--- src/logic/flash_seq_consts.svh ---
`ifndef FLASH_SEQ_CONSTS_SVH
`define FLASH_SEQ_CONSTS_SVH

// ****************************************
// Phase lengths in timing-generator periods
// ****************************************
`define WORD_PERIODS        14'h001e
`define BLOCK_FIRST_PERIODS 14'h0019
`define BLOCK_NEXT_PERIODS  14'h0012
`define BLOCK_END_PERIODS   14'h0006
`define MASS_ERASE_PERIODS  14'h2961
`define SEG_ERASE_PERIODS   14'h12d3
`define PERIOD_ONE          14'h0001
`define PERIOD_ZERO         14'h0000

// ****************************************
// Divider and block geometry
// ****************************************
`define DIV_ZERO            10'h000
`define DIV_ONE             10'h001
`define BLOCK_LAST_INDEX    6'h3f
`define BLOCK_INDEX_ZERO    6'h00
`define BLOCK_INDEX_ONE     6'h01

`endif

--- src/logic/flash_seq_pkg.sv ---
package flash_seq_pkg;

  // ****************************************
  // Operation codes requested by software
  // ****************************************
  typedef enum logic [2:0]
  {
    OP_NONE       = 3'h0,
    OP_WORD       = 3'h1,
    OP_BLOCK      = 3'h2,
    OP_SEG_ERASE  = 3'h3,
    OP_MASS_ERASE = 3'h4
  } op_t;

  // ****************************************
  // Sequencer states
  // ****************************************
  typedef enum logic [2:0]
  {
    ST_IDLE       = 3'h0,
    ST_WORD       = 3'h1,
    ST_BLK_FIRST  = 3'h2,
    ST_BLK_NEXT   = 3'h3,
    ST_BLK_END    = 3'h4,
    ST_ERASE      = 3'h5
  } seq_state_t;

  // Request bundle from the controlling party
  typedef struct packed
  {
    logic valid;
    op_t  op;
  } req_t;

  // Strobes toward the flash array
  typedef struct packed
  {
    logic program_en;
    logic erase_en;
    logic mass_en;
    logic location_step;
  } array_ctl_t;

endpackage : flash_seq_pkg

--- src/logic/flash_program_erase_timer.sv ---
`include "flash_seq_consts.svh"

// Functional notes
// - Word or byte program lasts 30 periods
// - First block location lasts 25 periods
// - Each later block location lasts 18 periods
// - Block end wait of 6 periods
// - Mass erase 10593, segment erase 4819 periods
module flash_program_erase_timer
  import flash_seq_pkg::*;
(
  // Clock and reset
  input  wire logic        sys_clk,
  input  wire logic        rstn,
  // Timing generator divider setting, periods of sys_clk minus one
  input  wire logic [9:0]  tg_divide,
  // Request side
  input  wire req_t        req,
  input  wire logic        block_last,
  // Status side
  output logic             busy_r,
  output logic             done_r,
  output logic             refused_r,
  // Flash array side
  output array_ctl_t       array_ctl_r
);

  // ****************************************
  // Timing generator tick
  // ****************************************

  logic [9:0]  div_cnt_r;    // Divider down counter
  logic        tg_tick_r;    // One-cycle enable per generator period
  seq_state_t  state_r;      // Sequencer state
  logic [13:0] period_cnt_r; // Periods left in current phase
  logic [5:0]  loc_idx_r;    // Location inside the block
  logic        last_seen_r;  // Host marked the final location
  logic        phase_end;    // Current phase expires this tick

  // Divider makes a one-cycle enable; host picks the ratio so the tick
  // lands inside the allowed generator window.
  // range is host duty
  always_ff @(posedge sys_clk or negedge rstn)
  begin
    if (!rstn)
    begin
      div_cnt_r <= `DIV_ZERO;
      tg_tick_r <= 1'b0;
    end
    else if (div_cnt_r == `DIV_ZERO)
    begin
      div_cnt_r <= tg_divide;
      tg_tick_r <= 1'b1;
    end
    else
    begin
      div_cnt_r <= div_cnt_r - `DIV_ONE;
      tg_tick_r <= 1'b0;
    end
  end

  assign phase_end = tg_tick_r && (period_cnt_r == `PERIOD_ONE);

  // ****************************************
  // Sequencer
  // ****************************************

  // Main state walk; a phase counts periods down to one then moves on
  always_ff @(posedge sys_clk or negedge rstn)
  begin
    if (!rstn)
    begin
      state_r      <= ST_IDLE;
      period_cnt_r <= `PERIOD_ZERO;
      loc_idx_r    <= `BLOCK_INDEX_ZERO;
    end
    else
    begin
      case (state_r)
        ST_IDLE:
        begin
          if (req.valid)
          begin
            case (req.op)
              OP_WORD:
              begin
                state_r      <= ST_WORD;
                period_cnt_r <= `WORD_PERIODS;
              end
              OP_BLOCK:
              begin
                state_r      <= ST_BLK_FIRST;
                period_cnt_r <= `BLOCK_FIRST_PERIODS;
                loc_idx_r    <= `BLOCK_INDEX_ZERO;
              end
              OP_SEG_ERASE:
              begin
                state_r      <= ST_ERASE;
                period_cnt_r <= `SEG_ERASE_PERIODS;
              end
              OP_MASS_ERASE:
              begin
                state_r      <= ST_ERASE;
                period_cnt_r <= `MASS_ERASE_PERIODS;
              end
              default:
              begin
                state_r <= ST_IDLE;
              end
            endcase
          end
        end
        ST_BLK_FIRST, ST_BLK_NEXT:
        begin
          if (tg_tick_r)
          begin
            period_cnt_r <= period_cnt_r - `PERIOD_ONE;
          end
          if (phase_end)
          begin
            // Block stops at the last index or when the host marks it; the live
            // mark is read too, so a mark in the closing cycle is not lost
            if (last_seen_r || block_last || loc_idx_r == `BLOCK_LAST_INDEX)
            begin
              state_r      <= ST_BLK_END;
              period_cnt_r <= `BLOCK_END_PERIODS;
            end
            else
            begin
              state_r      <= ST_BLK_NEXT;
              period_cnt_r <= `BLOCK_NEXT_PERIODS;
              loc_idx_r    <= loc_idx_r + `BLOCK_INDEX_ONE;
            end
          end
        end
        ST_WORD, ST_BLK_END, ST_ERASE:
        begin
          if (tg_tick_r)
          begin
            period_cnt_r <= period_cnt_r - `PERIOD_ONE;
          end
          if (phase_end)
          begin
            state_r <= ST_IDLE;
          end
        end
        default:
        begin
          state_r <= ST_IDLE;
        end
      endcase
    end
  end

  // Latch the host's final-location mark for the current block
  // host bounds block time
  always_ff @(posedge sys_clk or negedge rstn)
  begin
    if (!rstn)
    begin
      last_seen_r <= 1'b0;
    end
    else if (state_r == ST_IDLE)
    begin
      last_seen_r <= 1'b0;
    end
    else if (block_last)
    begin
      last_seen_r <= 1'b1;
    end
  end

  // ****************************************
  // Status outputs
  // ****************************************

  // Busy from request acceptance until the final phase expires
  // busy and refusal
  always_ff @(posedge sys_clk or negedge rstn)
  begin
    if (!rstn)
    begin
      busy_r    <= 1'b0;
      done_r    <= 1'b0;
      refused_r <= 1'b0;
    end
    else
    begin
      done_r    <= phase_end &&
                   (state_r == ST_WORD || state_r == ST_BLK_END || state_r == ST_ERASE);
      refused_r <= req.valid && (state_r != ST_IDLE);
      if (state_r == ST_IDLE)
      begin
        busy_r <= req.valid && (req.op != OP_NONE) &&
                  (req.op == OP_WORD || req.op == OP_BLOCK ||
                   req.op == OP_SEG_ERASE || req.op == OP_MASS_ERASE);
      end
      else if (phase_end && state_r != ST_BLK_FIRST && state_r != ST_BLK_NEXT)
      begin
        busy_r <= 1'b0;
      end
    end
  end

  // Array strobes follow the state; the step pulse marks the end of each location
  always_ff @(posedge sys_clk or negedge rstn)
  begin
    if (!rstn)
    begin
      array_ctl_r <= '0;
    end
    else
    begin
      array_ctl_r.program_en    <= (state_r == ST_WORD) || (state_r == ST_BLK_FIRST) ||
                                   (state_r == ST_BLK_NEXT);
      array_ctl_r.erase_en      <= (state_r == ST_ERASE);
      array_ctl_r.mass_en       <= (state_r == ST_ERASE) &&
                                   (period_cnt_r > `SEG_ERASE_PERIODS ||
                                    array_ctl_r.mass_en);
      array_ctl_r.location_step <= phase_end &&
                                   (state_r == ST_BLK_FIRST || state_r == ST_BLK_NEXT);
    end
  end

endmodule : flash_program_erase_timer

--- config.mk ---
export PLATFORM = sky130hd
export DESIGN_NAME = flash_program_erase_timer
export DESIGN_NICKNAME = d
export VERILOG_FILES = /design/src/logic/flash_seq_pkg.sv /design/src/logic/flash_program_erase_timer.sv
export VERILOG_INCLUDE_DIRS = /design/src /design/src/logic
export SDC_FILE = /design/constraint.sdc
export NUM_CORES = 1
export LEC_CHECK = 0
export ABC_AREA = 1
export BUFFER_PORTS_ARGS = -buffer_cell sky130_fd_sc_hd__clkbuf_2
export CELL_PAD_IN_SITES_DETAIL_PLACEMENT = 0
export CELL_PAD_IN_SITES_GLOBAL_PLACEMENT = 2
export CORE_MARGIN = 5
export CORE_UTILIZATION = 36
export DETAILED_ROUTE_END_ITERATION = 8
export GPL_TIMING_DRIVEN = 0
export PLACE_DENSITY_LB_ADDON = 0.1
export SETUP_SLACK_MARGIN = 0.15
export SLEW_MARGIN = 10
export SYNTH_ARGS = -nofsm -noshare
export SYNTH_HDL_FRONTEND = slang
export SYNTH_SLANG_ARGS = --single-unit
export TNS_END_PERCENT = 30
--- constraint.sdc ---
create_clock -name sys_clk -period 2.4 [get_ports sys_clk]
set_input_delay 0.24 -clock sys_clk [delete_from_list [all_inputs] [get_ports sys_clk]]
set_output_delay 0.24 -clock sys_clk [all_outputs]
set_load 0.02 [all_outputs]
==> out/results.ini, run 1 <==
[cts]
clock_path_buffers=2
cts_tree=yes
cts_sinks=42
cts.root.buffer_cell=clkbuf_8
numCtsBuffers=5
clk_pin_slew_ps=80
cts-htree-levels=2
cts_resized=0
cts_setup_buffers=0
holdBufCountCts=0
clk_latency_ps=290

[critical_path]
crit_type=flop to flop
worstPathArrival_ps=2060
crit_path_start_kind=flop
r2r-start=loc_idx_r[0]
end_kind=flop
critical_path_required_ps=2620
ff2ff_setup_slack_ps=560
crit_fanout=10
cp-startpoint=loc_idx_r[0]

[place]
place.port_buffers=23
place_ws_ps=557.0
gp_congestion=0.8353
dp_hpwl_mm=4.288
placed_cells=444
postPlaceCellArea_sq_um=2713

[floorplan]
dieArea_sq_um=8703
die_h_um=93.29
die_x_um=93.29
pin_count=24
coreArea_sq_um=6756
start_util=0.3696
rows=30

[run_status]
status=finished clean

[yosys]
ys_ff_latch=42
syn_inst=341
syn_area_sq_um=2497
synth_top_area_cell=dfrtp_1
seq_area_frac_synth=0.4208
syn_avg_cell_area_sq_um=7.324
yosysUniqueCellTypes=28
synth.most_common_cell=nand2_1
synth_edf_count=0
synthTopCellsByCount=81 x nand2_1, 65 x nor2_1, 42 x dfrtp_1
synthFlopType=dfrtp_1
syn-num-nets=362
synth_area_leaders=dfrtp_1 42%, nand2_1 12%, nor2_1 9.8%, inv_1 4.7%, nand3_1 4.2%
synth_top_area_share=0.4208
async_reset_ff_frac=1.000
yosysWarnings=0

[cells_and_area]
ff_latch_area_sq_um=1051
drive_above_1_share=0.1613
post-route-util=0.4178
final_nets=392
finalNonFillerCells=452
multi_input_area_sq_um=1270
finalInstanceArea_sq_um=2823
nFillCells=728
n_antenna_cell=0
syn2layout_area_growth_pct=13.03

[global_route]
grt_overflow=0
grt_pass1_wl_mm=9.998
antenna_found_initial=0
grtUsageTotal=0.1451
grt_max_degree=43
grt_pass1_vias=2049

[sta]
fmax_ghz=0.5428
slew_headroom=0.3295
setup_ws_ps=557.6
grt_setup_unrepaired=false
hold_viol=0
setup_tns_ps=0
hold_ws_ps=117.2
period_share=0.7677
maxSlewViolCount=0
worst_pin_slew_ps=1006
period_minus_slack_ps=1842
clock_skew_ps=5.956
setup_viol=0

[route]
routedWlPerCell_um=12.91
routed_wl_mm=5.837
detail_route.iter0.violations=109
route.detailed.drc=0
ant_nets=0
vias_per_cell=4.765
dr.pass1.iters=4
num_vias=2154

[job]
max_cap_violations=0

[power_and_ir_drop]
cellLeakagePower_nw=1.405
powerDensity_nw_per_um2=1139
p_total_mw=3.216
ir_drop_mv=0.3790

[min_path]
hp-class=input pin to async pin

-- final cells by class --
| cell class | count | share of cell area |
|---|---|---|
| buffer | 4 | 0.01463 |
| sequential | 42 | 0.3723 |
| tap | 80 | 0.03546 |
| inverter | 36 | 0.04787 |
| timing repair buffer | 23 | 0.04078 |
| clock buffer | 8 | 0.03901 |
| multi-input combinational | 259 | 0.4499 |
-- sequential cells by signal, summed over array words and instances (netlist names) --
signal,flops
array_ctl_r,4
refused_r,1
state_r,3
busy_r,1
period_cnt_r,14
loc_idx_r,6
last_seen_r,1
done_r,1
tg_tick_r,1
div_cnt_r,10
-- worst paths after layout --
| path | endpoint | cells after the start |
|---|---|---|
| worst min-delay path | busy_r | 1 |
| max in group asynchronous | period_cnt_r[13] | 1 |
| worst max-delay path | loc_idx_r[4] | 10 |
| worst max register to register | loc_idx_r[4] | 10 |
| worst min register to register | div_cnt_r[0] | 1 |
| min in group sys_clk | div_cnt_r[3] | 3 |
-- worst max-delay path, stage by stage, from the launching register on --
cell	delay [ps]
dfrtp_1	420
ha_1	220
nand3_1	110
o21bai_1	360
nand2_1	180
inv_1	100
nor2_2	60
nand2_2	60
buf_6	140
nand2_1	70
o21ai_2	50
-- metal layers --
layer | vias to the layer above | routed length, um | global-route usage
met4 | 0 | 44 | 0.04640
met2 | 22 | 2604 | 0.2216
li1 | 1150 | - | -
met3 | 2 | 150 | 0.02816
met1 | 980 | 3037 | 0.2058
met5 | - | 0 | 0
-- report_power, final --
group | leakage, nW | total (mW) | switching [mW] | internal (mW)
sequential | 0.522 | 1.20 | 0.234 | 0.963
clock | 0.0575 | 0.536 | 0.245 | 0.291
combinational | 0.825 | 1.48 | 0.940 | 0.542
total | 1.40 | 3.22 | 1.42 | 1.80
-- placed cells by master (no fill, tap or decap), types with 7 or more instances in the layout --
cell type	Yosys	final
nand3_1	21	21
clkbuf_2	0	22
dfrtp_1	42	42
nand2_2	8	8
nand2_1	81	81
inv_1	31	31
xor2_1	7	7
o21ai_0	14	14
clkbuf_8	0	8
nor2_1	65	65
a21oi_1	20	20
-- cells by family (layout without fill, tap and decap cells) --
| group | Yosys count | count (layout) | share of synthesized area |
|---|---|---|---|
| xor+xnor | 11 | 11 | 0.03858 |
| compound gates | 49 | 49 | 0.1122 |
| flops | 42 | 42 | 0.4208 |
| buf+inv | 40 | 71 | 0.07064 |
| fa+ha+maj | 4 | 4 | 0.02004 |
| simple gates | 195 | 195 | 0.3377 |
Note: power is estimated with default switching activity, not from simulation.
==> inputs of run 2 (changes only) <==
Settings changed: CORE_UTILIZATION 36 to 34.
Clock period 2.4 ns to 1.8 ns, I/O delays scaled along.
==> run 2 against run 1 <==
Compared with the run above:
- non-clock buffer count increased by 17
- count of clock-buffer cells in the layout decreased by 2
- largest cell class unchanged
- flip-flop and latch count unchanged
- maximum frequency increased by 15%
- clock skew about the same
- global-route usage decreased by 0.71 points
- cell count increased by 7.7%
- largest power group unchanged
- routed wire length increased by 5.9%
- sequential power increased by 35%
- critical path depth unchanged
- critical endpoint is now loc_idx_r[2]
==> out/results.ini, run 2 (synthesis results as in run 1) <==
[sta]
grt_setup_unrepaired=true
maxSlewViolCount=0
worst_pin_slew_ps=990.8
period_share=0.8889
setup_tns_ps=0
hold_viol=0
fmax_ghz=0.6250
clock_skew_ps=6.063
period_minus_slack_ps=1600
slew_headroom=0.3395
setup_viol=0

[cells_and_area]
layout_common_cells=72 x nand2_1, 58 x nor2_1, 40 x dfrtp_1, 28 x inv_1, 22 x clkbuf_2
top_regs=period_cnt_r x14, div_cnt_r x10, loc_idx_r x6
finalNonFillerCells=487
largest_reg_flops=14
drive_above_1_share=0.2861
ff_latch_area_sq_um=1054
post-route-util=0.4344
finalInstanceArea_sq_um=3134
multi_input_area_sq_um=1445
n_antenna_cell=0
nFillCells=787
syn2layout_area_growth_pct=25.50
final_nets=410
final_common_cell=nand2_1
top_register=period_cnt_r

[cts]
cts-htree-levels=2
clk_pin_slew_ps=80
numCtsBuffers=5
cts_sinks=42
clk_latency_ps=290
cts.root.buffer_cell=clkbuf_8
holdBufCountCts=0
cts_tree=yes
clock_path_buffers=2

[floorplan]
dieArea_sq_um=9159
die_h_um=95.71
start_util=0.3462
coreArea_sq_um=7214
die_x_um=95.71
rows=31
pin_count=24

[route]
num_vias=2239
vias_per_cell=4.598
routed_wl_mm=6.182
route.detailed.drc=0
dr.pass1.iters=4
ant_nets=0
detail_route.iter0.violations=91
routedWlPerCell_um=12.69

[global_route]
grt_overflow=0
grt_pass1_vias=1971
grt_max_degree=43
antenna_found_initial=0
grt_pass1_wl_mm=9.680
grtUsageTotal=0.1380

[power_and_ir_drop]
cellLeakagePower_nw=1.506
ir_drop_mv=0.4792
powerDensity_nw_per_um2=1497
p_total_mw=4.693

[place]
gp_congestion=0.8015
postPlaceCellArea_sq_um=2736
placed_cells=463
dp_hpwl_mm=4.398
place.port_buffers=23

[critical_path]
critical_path_required_ps=1990
crit_type=flop to flop
crit_path_start_kind=flop
end_kind=flop
worstReg2RegEnd=loc_idx_r[2]
r2r-start=loc_idx_r[0]
crit_fanout=10
ff2ff_setup_slack_ps=200
worstPathArrival_ps=1790
rr_worst_depth=10

[run_status]
status=finished clean

[job]
max_cap_violations=0

[min_path]
hp-class=input pin to async pin

run 2: cell count changes in the layout (fill, tap and decap cells not counted), sizes merged:
cell,delta
buf,+17
clkbuf,-2
nand2,+1
run 2: area by class of cell:
class / count / area share
sequential: 42 / 0.3361
inverter: 36 / 0.04391
multi-input combinational: 260 / 0.4611
clock buffer: 6 / 0.02635
timing repair buffer: 40 / 0.07864
buffer: 4 / 0.01437
tap: 99 / 0.03952
run 2: repair_timing:
item,CTS,global route
pin swaps,1,15
setup buffers,3,13
gates cloned,0,2
gates resized for setup,3,50
setup endpoints to repair,19,33
run 2: stage by stage:
stage / worst slack, ps / hold slack [ps]
after floorplan: 303.7 / -115.6
after global placement: -3.280 / 375.6
after detailed placement: 49.11 / 382.2
after CTS: 123.5 / 77.36
after global routing: 114.2 / 92.43
final: 199.9 / 52.62
run 2: power breakdown:
| group | switching (mW) | internal [mW] |
|---|---|---|
| clock network | 0.314 | 0.296 |
| logic | 1.46 | 1.01 |
| registers | 0.327 | 1.29 |
| total | 2.10 | 2.59 |
run 2: layer usage:
layer / wire length [um] / track usage
met2: 2777 / 0.2142
met4: 38 / 0.03910
met1: 3194 / 0.1948
met5: 0 / 0
met3: 172 / 0.02737
run 2: how the worst max path moves through the flow:
| stage | endpoint | startpoint | cells past startpoint |
|---|---|---|---|
| global placement | state_r[1] | loc_idx_r[0] | 9 |
| floorplan | loc_idx_r[4] | loc_idx_r[0] | 10 |
| detailed placement | loc_idx_r[2] | loc_idx_r[0] | 10 |
| finish | loc_idx_r[2] | loc_idx_r[0] | 10 |
| CTS | div_cnt_r[5] | div_cnt_r[0] | 10 |
| global route | period_cnt_r[7] | period_cnt_r[1] | 12 |
run 2: critical path, stage by stage (launching register included):
cell and delay, ps:
dfrtp_1 400, ha_1 240, nand3_2 110, o21bai_4 80, nand2_1 110, inv_1 80, nor2_4 140, nand2_2 70
buf_6 140, nand2_1 70, o21ai_2 50
==> inputs of run 3 (changes only) <==
Settings changed: CORE_ASPECT_RATIO set to 0.8, GPL_ROUTABILITY_DRIVEN set to 0.
==> run 3 against run 2 <==
Compared with the run above:
- hold slack lost 25 ps
- via count shrank 1.1%
- non-clock buffer count is the same
- maximum frequency shrank 0.15%
- register-to-register slack is essentially flat
- critical endpoint is now loc_idx_r[4]
- largest cell class unchanged
- highest routed layer unchanged
==> out/results.ini, run 3 (synthesis results as in run 1) <==
[cells_and_area]
drive_above_1_share=0.2655
n_antenna_cell=0
finalInstanceArea_sq_um=3062
final_common_cell=nand2_1
largest_reg_flops=14
syn2layout_area_growth_pct=22.60
layout_common_cells=74 x nand2_1, 57 x nor2_1, 40 x dfrtp_1, 27 x inv_1, 22 x clkbuf_2
top_register=period_cnt_r
final_nets=409
nFillCells=783
top_regs=period_cnt_r x14, div_cnt_r x10, loc_idx_r x6

[critical_path]
rr_worst_depth=10
end_kind=flop
worstPathArrival_ps=1780
crit_fanout=10
cpPeakStageDelay_ps=470
ff2ff_setup_slack_ps=200
critical_path_required_ps=1980
crit_type=flop to flop
worst_path_most_repeated_cell=nand2_2
slowest_stage=dfrtp_2
crit_path_start_kind=flop
cp_cell_sequence=buf_4 -> nand2_2 -> inv_4 -> nand2_2 -> inv_1 -> nor2_4 -> nand2_2 -> buf_6 -> nand2_1 -> o21ai_2

[route]
routedWlPerCell_um=13.00
ant_nets=0
routed_wl_mm=6.216
detail_route.iter0.violations=37
dr.pass1.iters=4
route.detailed.drc=0
num_vias=2214
vias_per_cell=4.632

[power_and_ir_drop]
ir_drop_mv=0.5017
p_total_mw=4.458
cellLeakagePower_nw=1.479
powerDensity_nw_per_um2=1456

[place]
dp_hpwl_mm=4.430
postPlaceCellArea_sq_um=2725
place.port_buffers=23

[cts]
cts_sinks=42
cts_tree=yes
cts.root.buffer_cell=clkbuf_8
clk_pin_slew_ps=80
holdBufCountCts=0
cts-htree-levels=2
clk_latency_ps=290
numCtsBuffers=5
clock_path_buffers=2

[floorplan]
start_util=0.3427
pin_count=24
rows=28
dieArea_sq_um=9170
coreArea_sq_um=7287
die_x_um=105.8
die_h_um=86.66

[job]
max_cap_violations=0

[global_route]
grt_max_degree=43
grtUsageTotal=0.1447
grt_overflow=0
grt_pass1_vias=2111
grt_pass1_wl_mm=10.43
antenna_found_initial=0

[sta]
setup_tns_ps=0
clock_skew_ps=5.087
period_minus_slack_ps=1603
worst_pin_slew_ps=962.9
maxSlewViolCount=0
setup_viol=0
hold_viol=0
slew_headroom=0.3580
fmax_ghz=0.6240
grt_setup_unrepaired=true
period_share=0.8903

[min_path]
hp-class=input pin to async pin

[run_status]
status=finished clean

run 3: changes by cell type in the layout (fill, tap and decap cells not counted), moves of 2 or more:
cell      change
nand3_1       +3
clkinv_2      +2
buf_6         +2
a21oi_1       +5
nand2_1       +2
a21oi_2       -5
nand3_2       -3
nand2_4       -3
run 3: where the power goes:
| part | switching [mW] | internal [mW] |
|---|---|---|
| sequential | 0.342 | 1.29 |
| combinational | 1.36 | 0.875 |
| clock | 0.328 | 0.261 |
run 3: what timing repair did:
| item | in CTS | in global routing |
|---|---|---|
| pin swaps | 2 | 10 |
| setup buffers | 3 | 13 |
| endpoints found under the hold margin | 0 | 0 |
| resized for setup | 9 | 32 |
| setup endpoints to repair | 20 | 34 |
| gates cloned | 1 | 0 |
run 3: cell type report:
| cell class | count | area, sq um | area share |
|---|---|---|---|
| Multi-Input combinational cell | 259 | 1388 | 0.4532 |
| Sequential cell | 42 | 1054 | 0.3441 |
| Timing Repair Buffer | 40 | 250.2 | 0.08173 |
| Inverter | 36 | 137.6 | 0.04495 |
| Tap cell | 90 | 112.6 | 0.03678 |
| Clock buffer | 5 | 68.82 | 0.02248 |
| Buffer | 4 | 41.29 | 0.01349 |
| Clock inverter | 2 | 10.01 | 0.003269 |
run 3: critical path: cells and delay by family (launching register included):
kind	cells	cell delay (ps)
buffers and inverters	4	460
and+or+nand+nor	5	510
DFF	1	470
AOI/OAI and AO/OA	1	50
run 3: metal layers:
metal,vias up,GRT usage,routed length [um],share of wire
met5,-,0,0,0
met4,0,0.03882,30,0.0048
met3,2,0.02829,115,0.019
met2,19,0.2182,2640,0.42
met1,1008,0.2120,3429,0.55
li1,1185,-,-,-
run 3: final timing paths:
kind	from	endpoint
max	state_r[1]	loc_idx_r[4]
min	rstn	loc_idx_r[0]
max reg2reg	state_r[1]	loc_idx_r[4]
min reg2reg	last_seen_r	last_seen_r
max in group asynchronous	rstn	period_cnt_r[0]
min in group sys_clk	tg_divide[3]	div_cnt_r[3]
run 3: stage by stage:
stage | util | hold slack [ps] | setup slack (ps) | instances
2_1_floorplan | - | -115.6 | 303.7 | 341
3_3_place_gp | 0.3740 | 378.2 | 31.89 | 454
3_5_place_dp | 0.3740 | 380.0 | 5.885 | 454
4_1_cts | 0.3927 | 69.78 | 136.6 | 465
5_1_grt | 0.4202 | 85.44 | 109.4 | 478
6_report | 0.4202 | 27.72 | 197.5 | 478
